**src/nsr_pkg.sv**
```systemverilog
`default_nettype none
package nsr_pkg;
  // i/o port map
  localparam logic [7:0] PORT_ICTL1_BASE = 8'h20;
  localparam logic [7:0] PORT_ICTL1_INIT = 8'h21;
  localparam logic [7:0] PORT_NMI_STS = 8'h61;
  localparam logic [7:0] PORT_NMI_MASK = 8'h70;
  localparam logic [7:0] PORT_ICTL2_BASE = 8'ha0;
  localparam logic [7:0] PORT_ICTL2_INIT = 8'ha1;
  localparam logic [7:0] IO_UNMAPPED_DATA = 8'hff;
  // configuration space offsets
  localparam logic [7:0] CFG_ROUTE_FIRST = 8'h60;
  localparam logic [7:0] CFG_ROUTE_LAST = 8'h63;
  localparam logic [7:0] CFG_ADVANCED_IRQ_MODE_TOP = 8'h64;
  // nmi status/control port fields
  localparam int NS_PAR_STS = 7;
  localparam int NS_CHK_STS = 6;
  localparam int NS_SPK_OUT = 5;
  localparam int NS_REFRESH = 4;
  localparam int NS_CHK_DIS = 3;
  localparam int NS_PAR_DIS = 2;
  localparam int NS_SPK_DATA = 1;
  localparam int NS_T2_GATE = 0;
  localparam int NMI_MASK_BIT = 7;
  // init command word fields
  localparam int ICW1_FLAG_BIT = 4;
  localparam int ICW1_SINGLE_BIT = 1;
  localparam int ICW1_ICW4_BIT = 0;
  // reset values
  localparam logic [7:0] NMI_CTL_RESET = 8'h0c;
  localparam logic NMI_MASK_RESET = 1'b1;
  localparam logic [7:0] ICTL_MASK_RESET = 8'hff;
  // sizes
  localparam int ISA_IRQS = 16;
  localparam int PIRQ_LINES = 8;
  localparam int ADVANCED_IRQ_MODE_INPUTS = 24;
  localparam int SLOTS = 5;
  localparam int CASCADE_IRQ = 2;
  // slot pin rotation: slot1, slot2, expansion connector, slot3, slot4
  localparam logic [1:0] SLOT_ROT [SLOTS] = '{2'h0, 2'h1, 2'h1, 2'h2, 2'h0};
  // legacy service order, highest first (irq2 is the cascade)
  localparam logic [3:0] LEG_ORDER [15] = '{4'h0, 4'h1, 4'h8, 4'h9, 4'ha, 4'hb,
    4'hc, 4'hd, 4'he, 4'hf, 4'h3, 4'h4, 4'h5, 4'h6, 4'h7};
  typedef enum {ICW_READY, ICW_WAIT2, ICW_WAIT3, ICW_WAIT4} nsr_icw_t;
endpackage : nsr_pkg
`default_nettype wire

```
**src/nsr_irq_glue.sv**
```systemverilog
`timescale 1ns/10ps
`default_nettype none
// Functional notes
// - advanced mode takes 24 inputs, rotating programmable priority, no acknowledge.
// - eight active-low pci interrupt lines a to h are provided.
// - slots 1,4 drive e-h straight; slot 2/expansion rotate d,a,b,c; slot 3 c,d,a,b.
// - config bytes 60h-63h map each pci line onto one isa request.
// - legacy controllers at 020h/021h and 0a0h/0a1h; upper port takes icw2-4.
// - smi outranks nmi, nmi outranks the legacy intr; advanced mode messages are sent regardless of smi or nmi.
// - nmi raised by pci parity/system error or processor internal error.
// - status bit 7 read-only, set by pci parity or system error.
// - status bit 6 read-only, high while channel check low and enabled.
// - bit 3 set disables channel-check nmi and clears its status.
// - bit 2 set disables parity nmi and clears its status.
// - bit 5 reads timer counter 2 output.
// - bit 4 toggles on every memory refresh cycle.
// - bit 1 speaker data, bit 0 counter 2 gate, both read/write.
// - pulsing bit 2 or 3 clears status 7 or 6 after service.
// - bit 7 at port 070h masks nmi generation.
// - with power management on, expired inactivity timer asserts smi.
// - legacy mode serves highest priority pending request first.
module nsr_irq_glue #(
  parameter int N_TIMERS = 4,
  parameter int TIMER_W = 16,
  parameter logic [15:0] INACT_LIMIT = 16'h03e8
) (
  input wire logic mclk,
  input wire logic srst,
  input wire logic ce,
  input wire logic [7:0] io_addr,
  input wire logic io_wr,
  input wire logic io_rd,
  input wire logic [7:0] io_wdata,
  output logic [7:0] io_rdata,
  output logic io_rdata_valid,
  input wire logic [7:0] cfg_addr,
  input wire logic cfg_wr,
  input wire logic cfg_rd,
  input wire logic [7:0] cfg_wdata,
  output logic [7:0] cfg_rdata,
  input wire logic [nsr_pkg::SLOTS*4-1:0] slot_int_n,
  input wire logic [3:0] onboard_pirq_n,
  output logic [nsr_pkg::PIRQ_LINES-1:0] pci_irq_lines_a_to_h_n,
  input wire logic [nsr_pkg::ISA_IRQS-1:0] isa_irq,
  input wire logic advanced_irq_mode,
  output logic [nsr_pkg::ISA_IRQS-1:0] legacy_irq_request,
  output logic intr_out,
  input wire logic inta,
  output logic [7:0] inta_vector,
  output logic advanced_irq_mode_msg_valid,
  output logic [4:0] advanced_irq_mode_msg_irq,
  input wire logic perr_n,
  input wire logic serr_n,
  input wire logic channel_check_n,
  input wire logic cpu_internal_error_a,
  input wire logic cpu_internal_error_b,
  output logic nmi_out,
  input wire logic timer2_out,
  input wire logic refresh_pulse,
  output logic speaker_data,
  output logic timer2_gate,
  output logic [6:0] rtc_index,
  input wire logic pm_enable,
  input wire logic [N_TIMERS-1:0] activity,
  input wire logic smi_ack,
  output logic system_mgmt_irq_n
);
  import nsr_pkg::*;

  ////////////////////////////////////////////////////////////////////////////
  // pci line gathering and slot rotation

  logic [PIRQ_LINES-1:0] pirq_act;
  logic [7:0] route_reg [4];
  logic [ISA_IRQS-1:0] routed;

  // e-h are shared by all slots, each with its own pin rotation
  always_comb begin
    pirq_act = {4'h0, ~onboard_pirq_n};
    for (int s = 0; s < SLOTS; s++) begin
      for (int k = 0; k < 4; k++) begin
        pirq_act[4+k] = pirq_act[4+k] | ~slot_int_n[s*4 + int'(2'(k - SLOT_ROT[s]))];
      end
    end
  end

  // line i uses low nibble of route byte i, line i+4 the high nibble
  always_comb begin
    routed = '0;
    for (int i = 0; i < 4; i++) begin
      if (route_reg[i][3:0] != 4'h0) routed[route_reg[i][3:0]] |= pirq_act[i];
      if (route_reg[i][7:4] != 4'h0) routed[route_reg[i][7:4]] |= pirq_act[i+4];
    end
  end

  // registered line and request outputs
  always_ff @(posedge mclk) begin
    if (srst) begin
      pci_irq_lines_a_to_h_n <= '1;
      legacy_irq_request <= '0;
    end else if (ce) begin
      pci_irq_lines_a_to_h_n <= ~pirq_act;
      legacy_irq_request <= isa_irq | routed;
    end
  end

  // configuration bytes: routing and advanced priority top
  logic [4:0] advanced_irq_mode_top_reg;
  always_ff @(posedge mclk) begin
    if (srst) begin
      for (int i = 0; i < 4; i++) route_reg[i] <= 8'h00;
      advanced_irq_mode_top_reg <= 5'h00;
      cfg_rdata <= 8'h00;
    end else if (ce) begin
      if (cfg_wr && cfg_addr >= CFG_ROUTE_FIRST && cfg_addr <= CFG_ROUTE_LAST)
        route_reg[cfg_addr[1:0]] <= cfg_wdata;
      if (cfg_wr && cfg_addr == CFG_ADVANCED_IRQ_MODE_TOP && cfg_wdata[4:0] < 5'(ADVANCED_IRQ_MODE_INPUTS))
        advanced_irq_mode_top_reg <= cfg_wdata[4:0];
      if (cfg_rd) begin
        if (cfg_addr >= CFG_ROUTE_FIRST && cfg_addr <= CFG_ROUTE_LAST)
          cfg_rdata <= route_reg[cfg_addr[1:0]];
        else if (cfg_addr == CFG_ADVANCED_IRQ_MODE_TOP) cfg_rdata <= {3'h0, advanced_irq_mode_top_reg};
        else cfg_rdata <= IO_UNMAPPED_DATA;
      end
    end
  end

  ////////////////////////////////////////////////////////////////////////////
  // legacy controller pair: init sequence, masks, vector bases

  nsr_icw_t icw_state [2];
  logic [7:0] imask_reg [2];
  logic [4:0] vbase_reg [2];
  logic icw4_reg [2];
  logic single_reg [2];
  logic [7:0] irr [2];

  generate
    for (genvar c = 0; c < 2; c++) begin : g_ictl
      logic base_hit;
      logic init_hit;
      assign base_hit = io_wr && io_addr == (c == 0 ? PORT_ICTL1_BASE : PORT_ICTL2_BASE);
      assign init_hit = io_wr && io_addr == (c == 0 ? PORT_ICTL1_INIT : PORT_ICTL2_INIT);
      assign irr[c] = legacy_irq_request[c*8 +: 8];
      // icw1 at base port restarts; icw2-4 then mask at upper port
      always_ff @(posedge mclk) begin
        if (srst) begin
          icw_state[c] <= ICW_READY;
          imask_reg[c] <= ICTL_MASK_RESET;
          vbase_reg[c] <= 5'h00;
          icw4_reg[c] <= 1'b0;
          single_reg[c] <= 1'b0;
        end else if (ce) begin
          if (base_hit && io_wdata[ICW1_FLAG_BIT]) begin
            icw_state[c] <= ICW_WAIT2;
            icw4_reg[c] <= io_wdata[ICW1_ICW4_BIT];
            single_reg[c] <= io_wdata[ICW1_SINGLE_BIT];
            imask_reg[c] <= 8'h00;
          end else if (init_hit) begin
            case (icw_state[c])
              ICW_WAIT2: begin
                vbase_reg[c] <= io_wdata[7:3];
                if (!single_reg[c]) icw_state[c] <= ICW_WAIT3;
                else if (icw4_reg[c]) icw_state[c] <= ICW_WAIT4;
                else icw_state[c] <= ICW_READY;
              end
              ICW_WAIT3: icw_state[c] <= icw4_reg[c] ? ICW_WAIT4 : ICW_READY;
              ICW_WAIT4: icw_state[c] <= ICW_READY;
              ICW_READY: imask_reg[c] <= io_wdata;
              default: icw_state[c] <= ICW_READY;
            endcase
          end
        end
      end
    end
  endgenerate

  // fixed legacy priority search; second controller enters via cascade
  logic [15:0] leg_pend;
  logic leg_any;
  logic [3:0] leg_win;
  always_comb begin
    leg_pend = {irr[1] & ~imask_reg[1], irr[0] & ~imask_reg[0]};
    leg_pend[CASCADE_IRQ] = 1'b0;
    if (imask_reg[0][CASCADE_IRQ]) leg_pend[15:8] = 8'h00;
    leg_any = 1'b0;
    leg_win = 4'h0;
    for (int p = 14; p >= 0; p--) begin
      if (leg_pend[LEG_ORDER[p]]) begin
        leg_any = 1'b1;
        leg_win = LEG_ORDER[p];
      end
    end
  end

  ////////////////////////////////////////////////////////////////////////////
  // advanced mode: 24 inputs, rotating priority, message delivery

  logic [ADVANCED_IRQ_MODE_INPUTS-1:0] advanced_irq_mode_src;
  logic [ADVANCED_IRQ_MODE_INPUTS-1:0] advanced_irq_mode_sent_reg;
  logic advanced_irq_mode_any;
  logic [4:0] advanced_irq_mode_win;
  always_comb begin
    int idx;
    idx = 0;
    advanced_irq_mode_src = {pirq_act, legacy_irq_request};
    advanced_irq_mode_any = 1'b0;
    advanced_irq_mode_win = 5'h00;
    for (int k = ADVANCED_IRQ_MODE_INPUTS - 1; k >= 0; k--) begin
      idx = int'(advanced_irq_mode_top_reg) + k;
      if (idx >= ADVANCED_IRQ_MODE_INPUTS) idx = idx - ADVANCED_IRQ_MODE_INPUTS;
      if (advanced_irq_mode_src[idx] && !advanced_irq_mode_sent_reg[idx]) begin
        advanced_irq_mode_any = 1'b1;
        advanced_irq_mode_win = 5'(idx);
      end
    end
  end

  // one message per rising request, no acknowledge cycle
  always_ff @(posedge mclk) begin
    if (srst) begin
      advanced_irq_mode_sent_reg <= '0;
      advanced_irq_mode_msg_valid <= 1'b0;
      advanced_irq_mode_msg_irq <= 5'h00;
    end else if (ce) begin
      advanced_irq_mode_sent_reg <= advanced_irq_mode_sent_reg & advanced_irq_mode_src;
      advanced_irq_mode_msg_valid <= 1'b0;
      if (advanced_irq_mode && advanced_irq_mode_any) begin
        advanced_irq_mode_sent_reg[advanced_irq_mode_win] <= 1'b1;
        advanced_irq_mode_msg_valid <= 1'b1;
        advanced_irq_mode_msg_irq <= advanced_irq_mode_win;
      end
    end
  end

  ////////////////////////////////////////////////////////////////////////////
  // nmi status/control, global mask, refresh indicator

  logic par_sts_reg;
  logic chk_sts_reg;
  logic ierr_sts_reg;
  logic chk_dis_reg;
  logic par_dis_reg;
  logic refresh_reg;
  logic nmi_mask_reg;
  logic sts_wr;
  assign sts_wr = io_wr && io_addr == PORT_NMI_STS;

  // control bits written at the status port
  always_ff @(posedge mclk) begin
    if (srst) begin
      chk_dis_reg <= NMI_CTL_RESET[NS_CHK_DIS];
      par_dis_reg <= NMI_CTL_RESET[NS_PAR_DIS];
      speaker_data <= NMI_CTL_RESET[NS_SPK_DATA];
      timer2_gate <= NMI_CTL_RESET[NS_T2_GATE];
    end else if (ce && sts_wr) begin
      chk_dis_reg <= io_wdata[NS_CHK_DIS];
      par_dis_reg <= io_wdata[NS_PAR_DIS];
      speaker_data <= io_wdata[NS_SPK_DATA];
      timer2_gate <= io_wdata[NS_T2_GATE];
    end
  end

  // source status; a disable bit written high clears at once, unless a parity or internal error in that same cycle sets its status
  always_ff @(posedge mclk) begin
    if (srst) begin
      par_sts_reg <= 1'b0;
      chk_sts_reg <= 1'b0;
      ierr_sts_reg <= 1'b0;
    end else if (ce) begin
      if (!par_dis_reg && (!perr_n || !serr_n)) par_sts_reg <= 1'b1;
      else if (par_dis_reg || (sts_wr && io_wdata[NS_PAR_DIS])) par_sts_reg <= 1'b0;
      chk_sts_reg <= !channel_check_n && !chk_dis_reg && !(sts_wr && io_wdata[NS_CHK_DIS]);
      if (cpu_internal_error_a || cpu_internal_error_b) ierr_sts_reg <= 1'b1;
      else if (sts_wr && io_wdata[NS_PAR_DIS]) ierr_sts_reg <= 1'b0;
    end
  end

  // refresh indicator and global mask with clock index pass-through
  always_ff @(posedge mclk) begin
    if (srst) begin
      refresh_reg <= 1'b0;
      nmi_mask_reg <= NMI_MASK_RESET;
      rtc_index <= 7'h00;
    end else if (ce) begin
      if (refresh_pulse) refresh_reg <= ~refresh_reg;
      if (io_wr && io_addr == PORT_NMI_MASK) begin
        nmi_mask_reg <= io_wdata[NMI_MASK_BIT];
        rtc_index <= io_wdata[6:0];
      end
    end
  end

  ////////////////////////////////////////////////////////////////////////////
  // inactivity timers and smi

  logic [N_TIMERS-1:0] expired;
  logic smi_pend_reg;
  generate
    for (genvar t = 0; t < N_TIMERS; t++) begin : g_tmr
      logic [TIMER_W-1:0] cnt_reg;
      assign expired[t] = cnt_reg == TIMER_W'(INACT_LIMIT);
      // counts idle cycles, restarts on activity
      always_ff @(posedge mclk) begin
        if (srst) cnt_reg <= '0;
        else if (ce) begin
          if (activity[t] || !pm_enable) cnt_reg <= '0;
          else if (!expired[t]) cnt_reg <= cnt_reg + 1'b1;
        end
      end
    end
  endgenerate

  // set wins over the acknowledge
  always_ff @(posedge mclk) begin
    if (srst) smi_pend_reg <= 1'b0;
    else if (ce) begin
      if (pm_enable && |expired) smi_pend_reg <= 1'b1;
      else if (smi_ack) smi_pend_reg <= 1'b0;
    end
  end

  ////////////////////////////////////////////////////////////////////////////
  // processor-facing outputs with smi > nmi > maskable ranking

  logic nmi_cond;
  assign nmi_cond = !nmi_mask_reg && ((par_sts_reg && !par_dis_reg) ||
    (chk_sts_reg && !chk_dis_reg) || ierr_sts_reg);
  always_ff @(posedge mclk) begin
    if (srst) begin
      system_mgmt_irq_n <= 1'b1;
      nmi_out <= 1'b0;
      intr_out <= 1'b0;
      inta_vector <= 8'h00;
    end else if (ce) begin
      system_mgmt_irq_n <= !smi_pend_reg;
      nmi_out <= nmi_cond && !smi_pend_reg;
      intr_out <= !advanced_irq_mode && leg_any && !nmi_cond && !smi_pend_reg;
      if (inta && leg_any)
        inta_vector <= {vbase_reg[leg_win[3]], leg_win[2:0]};
    end
  end

  // port reads
  always_ff @(posedge mclk) begin
    if (srst) begin
      io_rdata <= 8'h00;
      io_rdata_valid <= 1'b0;
    end else if (ce) begin
      io_rdata_valid <= io_rd;
      if (io_rd) begin
        case (io_addr)
          PORT_ICTL1_BASE: io_rdata <= irr[0];
          PORT_ICTL1_INIT: io_rdata <= imask_reg[0];
          PORT_ICTL2_BASE: io_rdata <= irr[1];
          PORT_ICTL2_INIT: io_rdata <= imask_reg[1];
          PORT_NMI_STS: io_rdata <= {par_sts_reg, chk_sts_reg, timer2_out, refresh_reg,
            chk_dis_reg, par_dis_reg, speaker_data, timer2_gate};
          default: io_rdata <= IO_UNMAPPED_DATA;
        endcase
      end
    end
  end

  ////////////////////////////////////////////////////////////////////////////
  // checks

  chk_mask_blocks_nmi: assert property (@(posedge mclk) disable iff (srst)
    (ce && nmi_mask_reg) |=> !nmi_out) else $error("nmi passed the global mask");
  chk_smi_over_nmi: assert property (@(posedge mclk) disable iff (srst)
    !system_mgmt_irq_n |-> !nmi_out && !intr_out) else $error("nmi or intr beside smi");
  chk_nmi_over_intr: assert property (@(posedge mclk) disable iff (srst)
    nmi_out |-> !intr_out) else $error("intr beside nmi");
  chk_par_clear: assert property (@(posedge mclk) disable iff (srst)
    (ce && sts_wr && io_wdata[NS_PAR_DIS]) |=> ##1 (!ce || !par_sts_reg))
    else $error("parity status not cleared");
  chk_chk_follow: assert property (@(posedge mclk) disable iff (srst)
    (ce && !channel_check_n && !chk_dis_reg && !sts_wr) |=> chk_sts_reg)
    else $error("channel check status missed");
  chk_slot2_rotate: assert property (@(posedge mclk) disable iff (srst)
    (ce && !slot_int_n[4]) |=> !pci_irq_lines_a_to_h_n[5]) else $error("slot 2 pin a not on f");
  chk_refresh_toggle: assert property (@(posedge mclk) disable iff (srst)
    (ce && refresh_pulse) |=> refresh_reg != $past(refresh_reg)) else $error("refresh bit stuck");
  chk_ierr_raises_nmi: assert property (@(posedge mclk) disable iff (srst)
    (ce && ierr_sts_reg && !nmi_mask_reg && !smi_pend_reg) |=> nmi_out)
    else $error("internal error gave no nmi");
  chk_smi_on_expiry: assert property (@(posedge mclk) disable iff (srst)
    (ce && pm_enable && |expired) |=> ##1 (!ce || !system_mgmt_irq_n))
    else $error("expired timer gave no smi");
  chk_advanced_irq_mode_no_intr: assert property (@(posedge mclk) disable iff (srst)
    (ce && advanced_irq_mode) |=> !intr_out) else $error("intr in advanced mode");
endmodule : nsr_irq_glue
`default_nettype wire

```
**config.mk**
```make
export PLATFORM = sky130hd
export DESIGN_NAME = nsr_irq_glue
export DESIGN_NICKNAME = d
export VERILOG_FILES = /design/src/nsr_pkg.sv /design/src/nsr_irq_glue.sv
export SDC_FILE = /design/constraint.sdc
export NUM_CORES = 1
export LEC_CHECK = 0
export ABC_AREA = 0
export BUFFER_PORTS_ARGS = -buffer_cell sky130_fd_sc_hd__clkbuf_2
export CORE_MARGIN = 5
export CORE_UTILIZATION = 60
export CTS_CLUSTER_SIZE = 28
export DETAILED_ROUTE_END_ITERATION = 10
export MAX_ROUTING_LAYER = met4
export PLACE_DENSITY = 0.8
export RECOVER_POWER = 25
export SYNTH_ARGS = -nofsm -noshare
export SYNTH_HDL_FRONTEND = slang
export SYNTH_SLANG_ARGS = --single-unit
```
**constraint.sdc**
```tcl
create_clock -name mclk -period 6.55 [get_ports mclk]
set_clock_uncertainty 0.05 [all_clocks]
set_input_delay 0 -clock mclk [delete_from_list [all_inputs] [get_ports mclk]]
set_output_delay 0 -clock mclk [all_outputs]
set_load 0.05 [all_outputs]
```
== Word level (Yosys, flattened, before mapping) ==
Memories as Yosys holds them, arrays and structs flattened. A register that Yosys moved wholly into a read port is not among the register bits.
Cells that the tools add are included.

* $add $sub $neg: 51
* Magnitude comparators: 69
* Equal/unequal tests: 21
* Multiplexer cells: 463
* Bitwise logic cells: 79
* Reductions and logical operators: 137

{| class="wikitable"
|+ Operators with widths
! operator !! number
|-
| 32-bit by 7-bit < comparator with 1-bit output, second input constant || 24
|-
| 32-bit 2-to-1 mux || 24
|-
| 1-bit 2-to-1 mux || 284
|-
| 16-bit 2-to-1 mux || 16
|-
| 1-bit binary-select mux with 5-bit select || 48
|-
| 6-bit by 5-bit subtractor with 7-bit output, second input constant || 23
|-
| 6-bit by 5-bit greater-or-equal comparator with 1-bit output, second input constant || 23
|-
| 5-bit 2-to-1 mux || 26
|-
| 32-bit by 2-bit == test with 1-bit output, second input constant || 4
|-
| 16-bit bitwise mux || 7
|-
| 16-bit by 1-bit adder with 16-bit output, second input constant || 4
|-
| 16-bit by 10-bit == test with 1-bit output, second input constant || 4
|-
| 32-bit by 1-bit == test with 1-bit output, second input constant || 2
|-
| 32-bit zero test || 2
|-
| 8-bit 2-to-1 mux || 8
|-
| 1-bit logical AND || 62
|-
| 4-bit 2-to-1 mux || 14
|-
| 5-bit by 4-bit adder with 6-bit output, second input constant || 8
|-
| 5-bit by 5-bit adder with 6-bit output, second input constant || 8
|-
| 1-bit bitwise OR || 48
|-
| 4-bit by 5-bit < comparator with 1-bit output, second input constant || 8
|-
| 8-bit case mux with 5 select lines || 1
|-
| 1-bit zero test || 35
|-
| 2-bit 2-to-1 mux || 17
|-
| other kinds (34) || 120
|}

* Flip-flop bits (word level): 168
* RAM bits: 66
* ROM bits: 16
* Input bits: 94
* Word-level logic and storage cells: 855
* Memories: 7

{| class="wikitable"
|+ Memories
! memory !! depth !! width !! read ports !! clocked after memory_dff !! write ports !! line !! source
|-
| route_reg || 4 || 8 || 5 || 0 || 4 || nsr_irq_glue.sv:74 || <nowiki>logic [7:0] route_reg [4];</nowiki>
|-
| (name not given) || 16 || 1 || 1 || 0 || 0 || nsr_irq_glue.sv:91 || <nowiki>if (route_reg[i][3:0] != 4'h0) routed[route_reg[i][3:0]] |= pirq_act[i];</nowiki>
|-
| imask_reg || 2 || 8 || 2 || 0 || 2 || nsr_irq_glue.sv:132 || <nowiki>logic [7:0] imask_reg [2];</nowiki>
|-
| vbase_reg || 2 || 5 || 1 || 1 || 2 || nsr_irq_glue.sv:133 || <nowiki>logic [4:0] vbase_reg [2];</nowiki>
|-
| icw_state || 2 || 2 || 2 || 0 || 2 || nsr_irq_glue.sv:131 || <nowiki>nsr_icw_t icw_state [2];</nowiki>
|-
| icw4_reg || 2 || 1 || 2 || 0 || 2 || nsr_irq_glue.sv:134 || <nowiki>logic icw4_reg [2];</nowiki>
|-
| +1 memories || n/a || n/a || n/a || n/a || n/a || n/a ||
|}

== Logic depth before layout (Yosys ltp) ==
An unclocked memory read counts as a cell.

* Depth after elaboration: 43
* Depth in mapped cells: 27
* Depth with buffers taken out: 23

== Worst setup path after synthesis ==
Ideal clock, no wire load.

* Path kind: flip-flop to flip-flop
* Start point: register advanced_irq_mode_top_reg[0]
* End point: register advanced_irq_mode_sent_reg[16]
* Setup time: 117 ps
* Arrival time: 5402 ps
* Slack: 981 ps
* Stages on the path, launching flop included: 28
* Path buffers: 4
* Path through: dfxtp_1 -> clkinv_1 -> clkbuf_1 -> buf_1 -> ha_1 -> buf_2 -> inv_1 -> nand2_1 -> xnor2_1 -> inv_1 -> ha_1 -> a211o_1 -> a21oi_1 -> o22a_1 -> mux2_2 -> mux2i_1 -> nand2_1 -> nand2_1 -> nor2_1 -> nor3_1 -> a221oi_1 -> a2111oi_0 -> o21ba_2 -> nor3_1 -> o31ai_1 -> clkbuf_1 -> nor2_1 -> a32o_1

* Cells in the longest elaborated chain, start to end: 38
* Elaborated cells on any way between the ends: 343
* Those cells by class: add/sub: 47; order compare: 26; mux: 219; bitwise: 1; reduce/logical: 50

{| class="wikitable"
|+ RTL lines
! item !! line !! source
|-
| start: declaration || nsr_irq_glue.sv:108 || <nowiki>logic [4:0] advanced_irq_mode_top_reg;</nowiki>
|-
| start signal: assignment || nsr_irq_glue.sv:118 || <nowiki>advanced_irq_mode_top_reg <= cfg_wdata[4:0];</nowiki>
|-
| 5-bit by 5-bit adder with 6-bit output || nsr_irq_glue.sv:210 || <nowiki>idx = int'(advanced_irq_mode_top_reg) + k;</nowiki>
|-
| 6-bit by 5-bit subtractor with 7-bit output or 6-bit by 5-bit greater-or-equal comparator with 1-bit output (tied branches) || nsr_irq_glue.sv:211 || <nowiki>if (idx >= ADVANCED_IRQ_MODE_INPUTS) idx = idx - ADVANCED_IRQ_MODE_INPUTS;</nowiki>
|-
| 32-bit 2-to-1 mux || nsr_irq_glue.sv:211 ||
|-
| 1-bit binary-select mux with 5-bit select || nsr_irq_glue.sv:212 || <nowiki>if (advanced_irq_mode_src[idx] && !advanced_irq_mode_sent_reg[idx]) begin</nowiki>
|-
| 1-bit 2-to-1 mux (implied by the code) (2 in series) || nsr_irq_glue.sv:212 ||
|-
| 1-bit zero test || nsr_irq_glue.sv:212 ||
|-
| 1-bit logical AND || nsr_irq_glue.sv:212 ||
|-
| 5-bit 2-to-1 mux (24 in series) || nsr_irq_glue.sv:212 ||
|-
| 5-bit by 6-bit < comparator with 1-bit output (implied by the code) or 5-bit by 1-bit greater-or-equal comparator with 1-bit output (tied branches) || nsr_irq_glue.sv:229 || <nowiki>advanced_irq_mode_sent_reg[advanced_irq_mode_win] <= 1'b1;</nowiki>
|-
| 1-bit logical AND (implied by the code) || nsr_irq_glue.sv:229 ||
|-
| 1-bit 2-to-1 mux (implied by the code) || nsr_irq_glue.sv:229 ||
|-
| 1-bit demux with 5-bit select || nsr_irq_glue.sv:229 ||
|-
| 24-bit bitwise OR (no line) || n/a ||
|-
| 24-bit 2-to-1 mux (*) || nsr_irq_glue.sv:228 || <nowiki>if (advanced_irq_mode && advanced_irq_mode_any) begin</nowiki>
|-
| end signal: assignment || nsr_irq_glue.sv:226 || <nowiki>advanced_irq_mode_sent_reg <= advanced_irq_mode_sent_reg & advanced_irq_mode_src;</nowiki>
|-
| end: declaration || nsr_irq_glue.sv:200 || <nowiki>logic [ADVANCED_IRQ_MODE_INPUTS-1:0] advanced_irq_mode_sent_reg;</nowiki>
|}

Mark *: on every way between the ends. The rest lies on a longest branch, timed or not. The select of a mux whose other input is x is not followed.
A chain may end at the register's enable or synchronous reset.

== Final worst setup path ==
* Start point: register advanced_irq_mode_top_reg[2]
* End point: register advanced_irq_mode_sent_reg[11]

The elaborated chain is that of the path after synthesis.

==> impl_metrics.csv <==
group,metric,value,unit
finish,design_area,0.0212,sq mm
timing,finalSetupViolCount,0,
finish,layout_common_cells,"nor2_1, nand2_1, dfxtp_1",
placed_design,gp_congestion,1.08,
power,finalPower,3.90,mW
timing,hold_viol,0,
power,power_density,184,mW/mm^2
yosys,async_flop_share,0,%
timing,setup_ws,0.450,ns
placed_design,portBuffers,160,
yosys,seq_area_frac_synth,28.7,%
setup_path,crit_type,"reg2reg",
placed_design,hpwl,51.2,mm
yosys,ys_top_cells_by_area,"dfxtp_1, edfxtp_1, nor2_1, nand2_1, a21oi_1",
placed_design,placed_area,0.0197,sq mm
setup_path,timing.rr.start,"advanced_irq_mode_top_reg[2]",
yosys,syn_area,0.0186,sq mm
yosys,synth_cell_types,103,
timing,fin_crit,6.10,ns
yosys,synth_top_area_share,18.1,%
die,ioPinCount,161,
clocking,clock-sinks,234,
setup_path,r2r_slack,0.45,ns
setup_path,crit_path_start,"advanced_irq_mode_top_reg[2]",
route,dr.pass1.iters,9,
yosys,syn-num-nets,2524,
route,drc,0,
setup_path,worst_ep_arrival_time,6.51,ns
global_route,grt_usage,40.3,%
route,drt_iter0_markers,2522,
power,ir_worst_vdd,220,uV
timing,max-slew-margin-rel,-47.6,%
global_route,grt_pass1_wl,107,mm
yosys,ys_warn_count,0,
clocking,cts_max_level,1,
route,route.vias.total,20273,
finish,largest_register_ff_count,64,
run_status,violations,"capacitance limit, slew limit",
clocking,tritoncts,"yes",
timing,tns,0,ns
global_route,gr-total-overflow,0,
timing,tightest_slew,2.21,ns
finish,utilization,69.4,%
finish,nets,2698,
setup_path,r2r-end,"advanced_irq_mode_sent_reg[11]",
setup_path,worstSetupEndpoint,"advanced_irq_mode_sent_reg[11]",
setup_path,cp_max_fo,14,
placed_design,place_ws,0.674,ns
clocking,clk_latency,0.54,ns
route,wl_per_cell,23.6,microns
yosys,yosysTopAreaCell,"dfxtp_1",
finish,final_common_cell,"nor2_1",
global_route,first_global_vias,19132,
die,num_rows,64,
global_route,antenna_found_initial,0,
finish,area_growth,14.1,%
yosys,synth-edff-count,66,
run_status,status,"complete, but fails checks",
die,start_util,60.8,%
clocking,clkSlewWorstSetupHoldPaths,0.07,ns
timing,rsz0062_at_grt,"no",
clocking,clock_path_buffers,3,
clocking,cts_resized,0,
die,core,0.0306,sq mm
clocking,cts_hold_buffers,68,
die,fp.dieArea,0.0346,sq mm
timing,fmax,0.164,GHz
setup_path,start_kind,"register",
yosys,ys_ff_latch,234,
die,die_w,186,microns
setup_path,reg2reg_depth,21,
finish,antenna_cells,0,
min_path,min_path_type,"in2reg",
timing,slew_violations,88,
route,vias_per_cell,6.84,
route,wirelength,70.0,mm
route,ant_nets,0,
global_route,grt_max_degree,48,
timing,fin_crit_sh,93.1,%
yosys,syn_area_per_cell,7.84,sq um
yosys,synthCells,2374,
setup_path,crit_path_end_kind,"register",
job,drv_cap,2,
power,p_leak,8.15,nW
yosys,synth_ff_type,"dfxtp_1",
finish,n_fill_cell,2463,
setup_path,worstPathRequired,6.96,ns
die,fp.dieH,186,microns
clocking,cts_root_buffer,"clkbuf_16",
clocking,cts_setup_buffers,0,
clocking,cts_buffers,26,
finish,drive_above_1_share,11.2,%
==> worst min-delay path by stage <==
| stage | from | to | depth (start not counted) |
|---|---|---|---|
| after floorplan | io_wdata[3] | chk_dis_reg | 2 |
| after global placement | cpu_internal_error_b | ierr_sts_reg | 3 |
| after detailed placement | cpu_internal_error_b | ierr_sts_reg | 3 |
| after CTS | pm_enable | g_tmr[0].cnt_reg[2] | 5 |
| after global routing | pm_enable | g_tmr[0].cnt_reg[2] | 5 |
| final | pm_enable | g_tmr[0].cnt_reg[2] | 5 |
==> worst max-delay path, stage by stage (launching register included) <==
cell	delay, ns
dfxtp_1	0.34
buf_4	0.20
ha_1	0.36
a21o_1	0.27
xnor2_1	0.47
inv_1	0.22
ha_1	0.25
a211o_1	0.31
a21oi_1	0.52
nor2_1	0.10
a211o_1	0.31
o21a_1	0.11
buf_4	0.18
nand2b_1	0.17
o22ai_1	0.15
nor3b_1	0.09
a2111oi_0	0.37
o21ai_0	0.18
o221a_2	0.34
or3b_1	0.42
or2_1	0.34
o31ai_1	0.25
==> kinds of logic (layout without fill, tap and decap cells) <==
group | Yosys count | count (layout) | share of synthesized area, %
flip-flops | 234 | 234 | 28.7
multiplexers | 102 | 102 | 7.54
AND/OR/NAND/NOR | 1002 | 1002 | 26.4
adder cells (fa/ha/maj) | 56 | 56 | 3.77
XOR/XNOR | 92 | 92 | 4.37
AO/OA/AOI/OAI | 669 | 669 | 24.6
buffers and inverters | 219 | 413 | 4.59
==> cells in the mapped netlist, drive strengths merged (12+ instances only) <==
library cell	instances
a31oi	48
nor2	298
mux2	16
nand2b	50
clkbuf	105
inv	84
a21o	18
a2111oi	12
a21boi	14
nor2b	48
nand3b	22
o221ai	14
a221oi	12
and2	42
mux2i	57
nand4	31
o21a	19
o21ai	128
o22ai	19
or3	19
nand2	244
xnor2	43
nor3	65
nand3	79
o31ai	22
mux4	29
edfxtp	66
a211oi	51
dfxtp	168
o211ai	34
ha	56
a211o	15
xor2	49
buf	25
and3	28
or2	14
a21oi	150
nor3b	13
==> layer usage <==
metal	track usage [%]	wire length, microns
met1	52.4	27600
met2	62.9	31200
met4	14.9	3220
met5	-	0
met3	7.80	7970
==> stage by stage <==
stage,hold slack [ns],std cells
after global placement,0.183,2848
after global routing,0.103,2964
after detailed placement,0.186,2848
final,0.0238,2964
after CTS,0.00384,2964
after floorplan,0.0751,2374
==> report_power, final <==
part	internal (mW)	switching [mW]
sequential	1.53	0.0847
clock	0.876	0.650
combinational	0.261	0.500
==> layout make-up <==
| cell class | instances | area, sq um | share of cell area, % |
|---|---|---|---|
| clock buffer | 34 | 767 | 3.61 |
| multi-input combinational | 1921 | 12400 | 58.5 |
| sequential | 234 | 5350 | 25.2 |
| timing repair buffer | 276 | 1750 | 8.23 |
| clock inverter | 14 | 124 | 0.583 |
| inverter | 89 | 334 | 1.57 |
| tap | 396 | 495 | 2.33 |
Note: power is estimated with default switching activity, not from simulation.
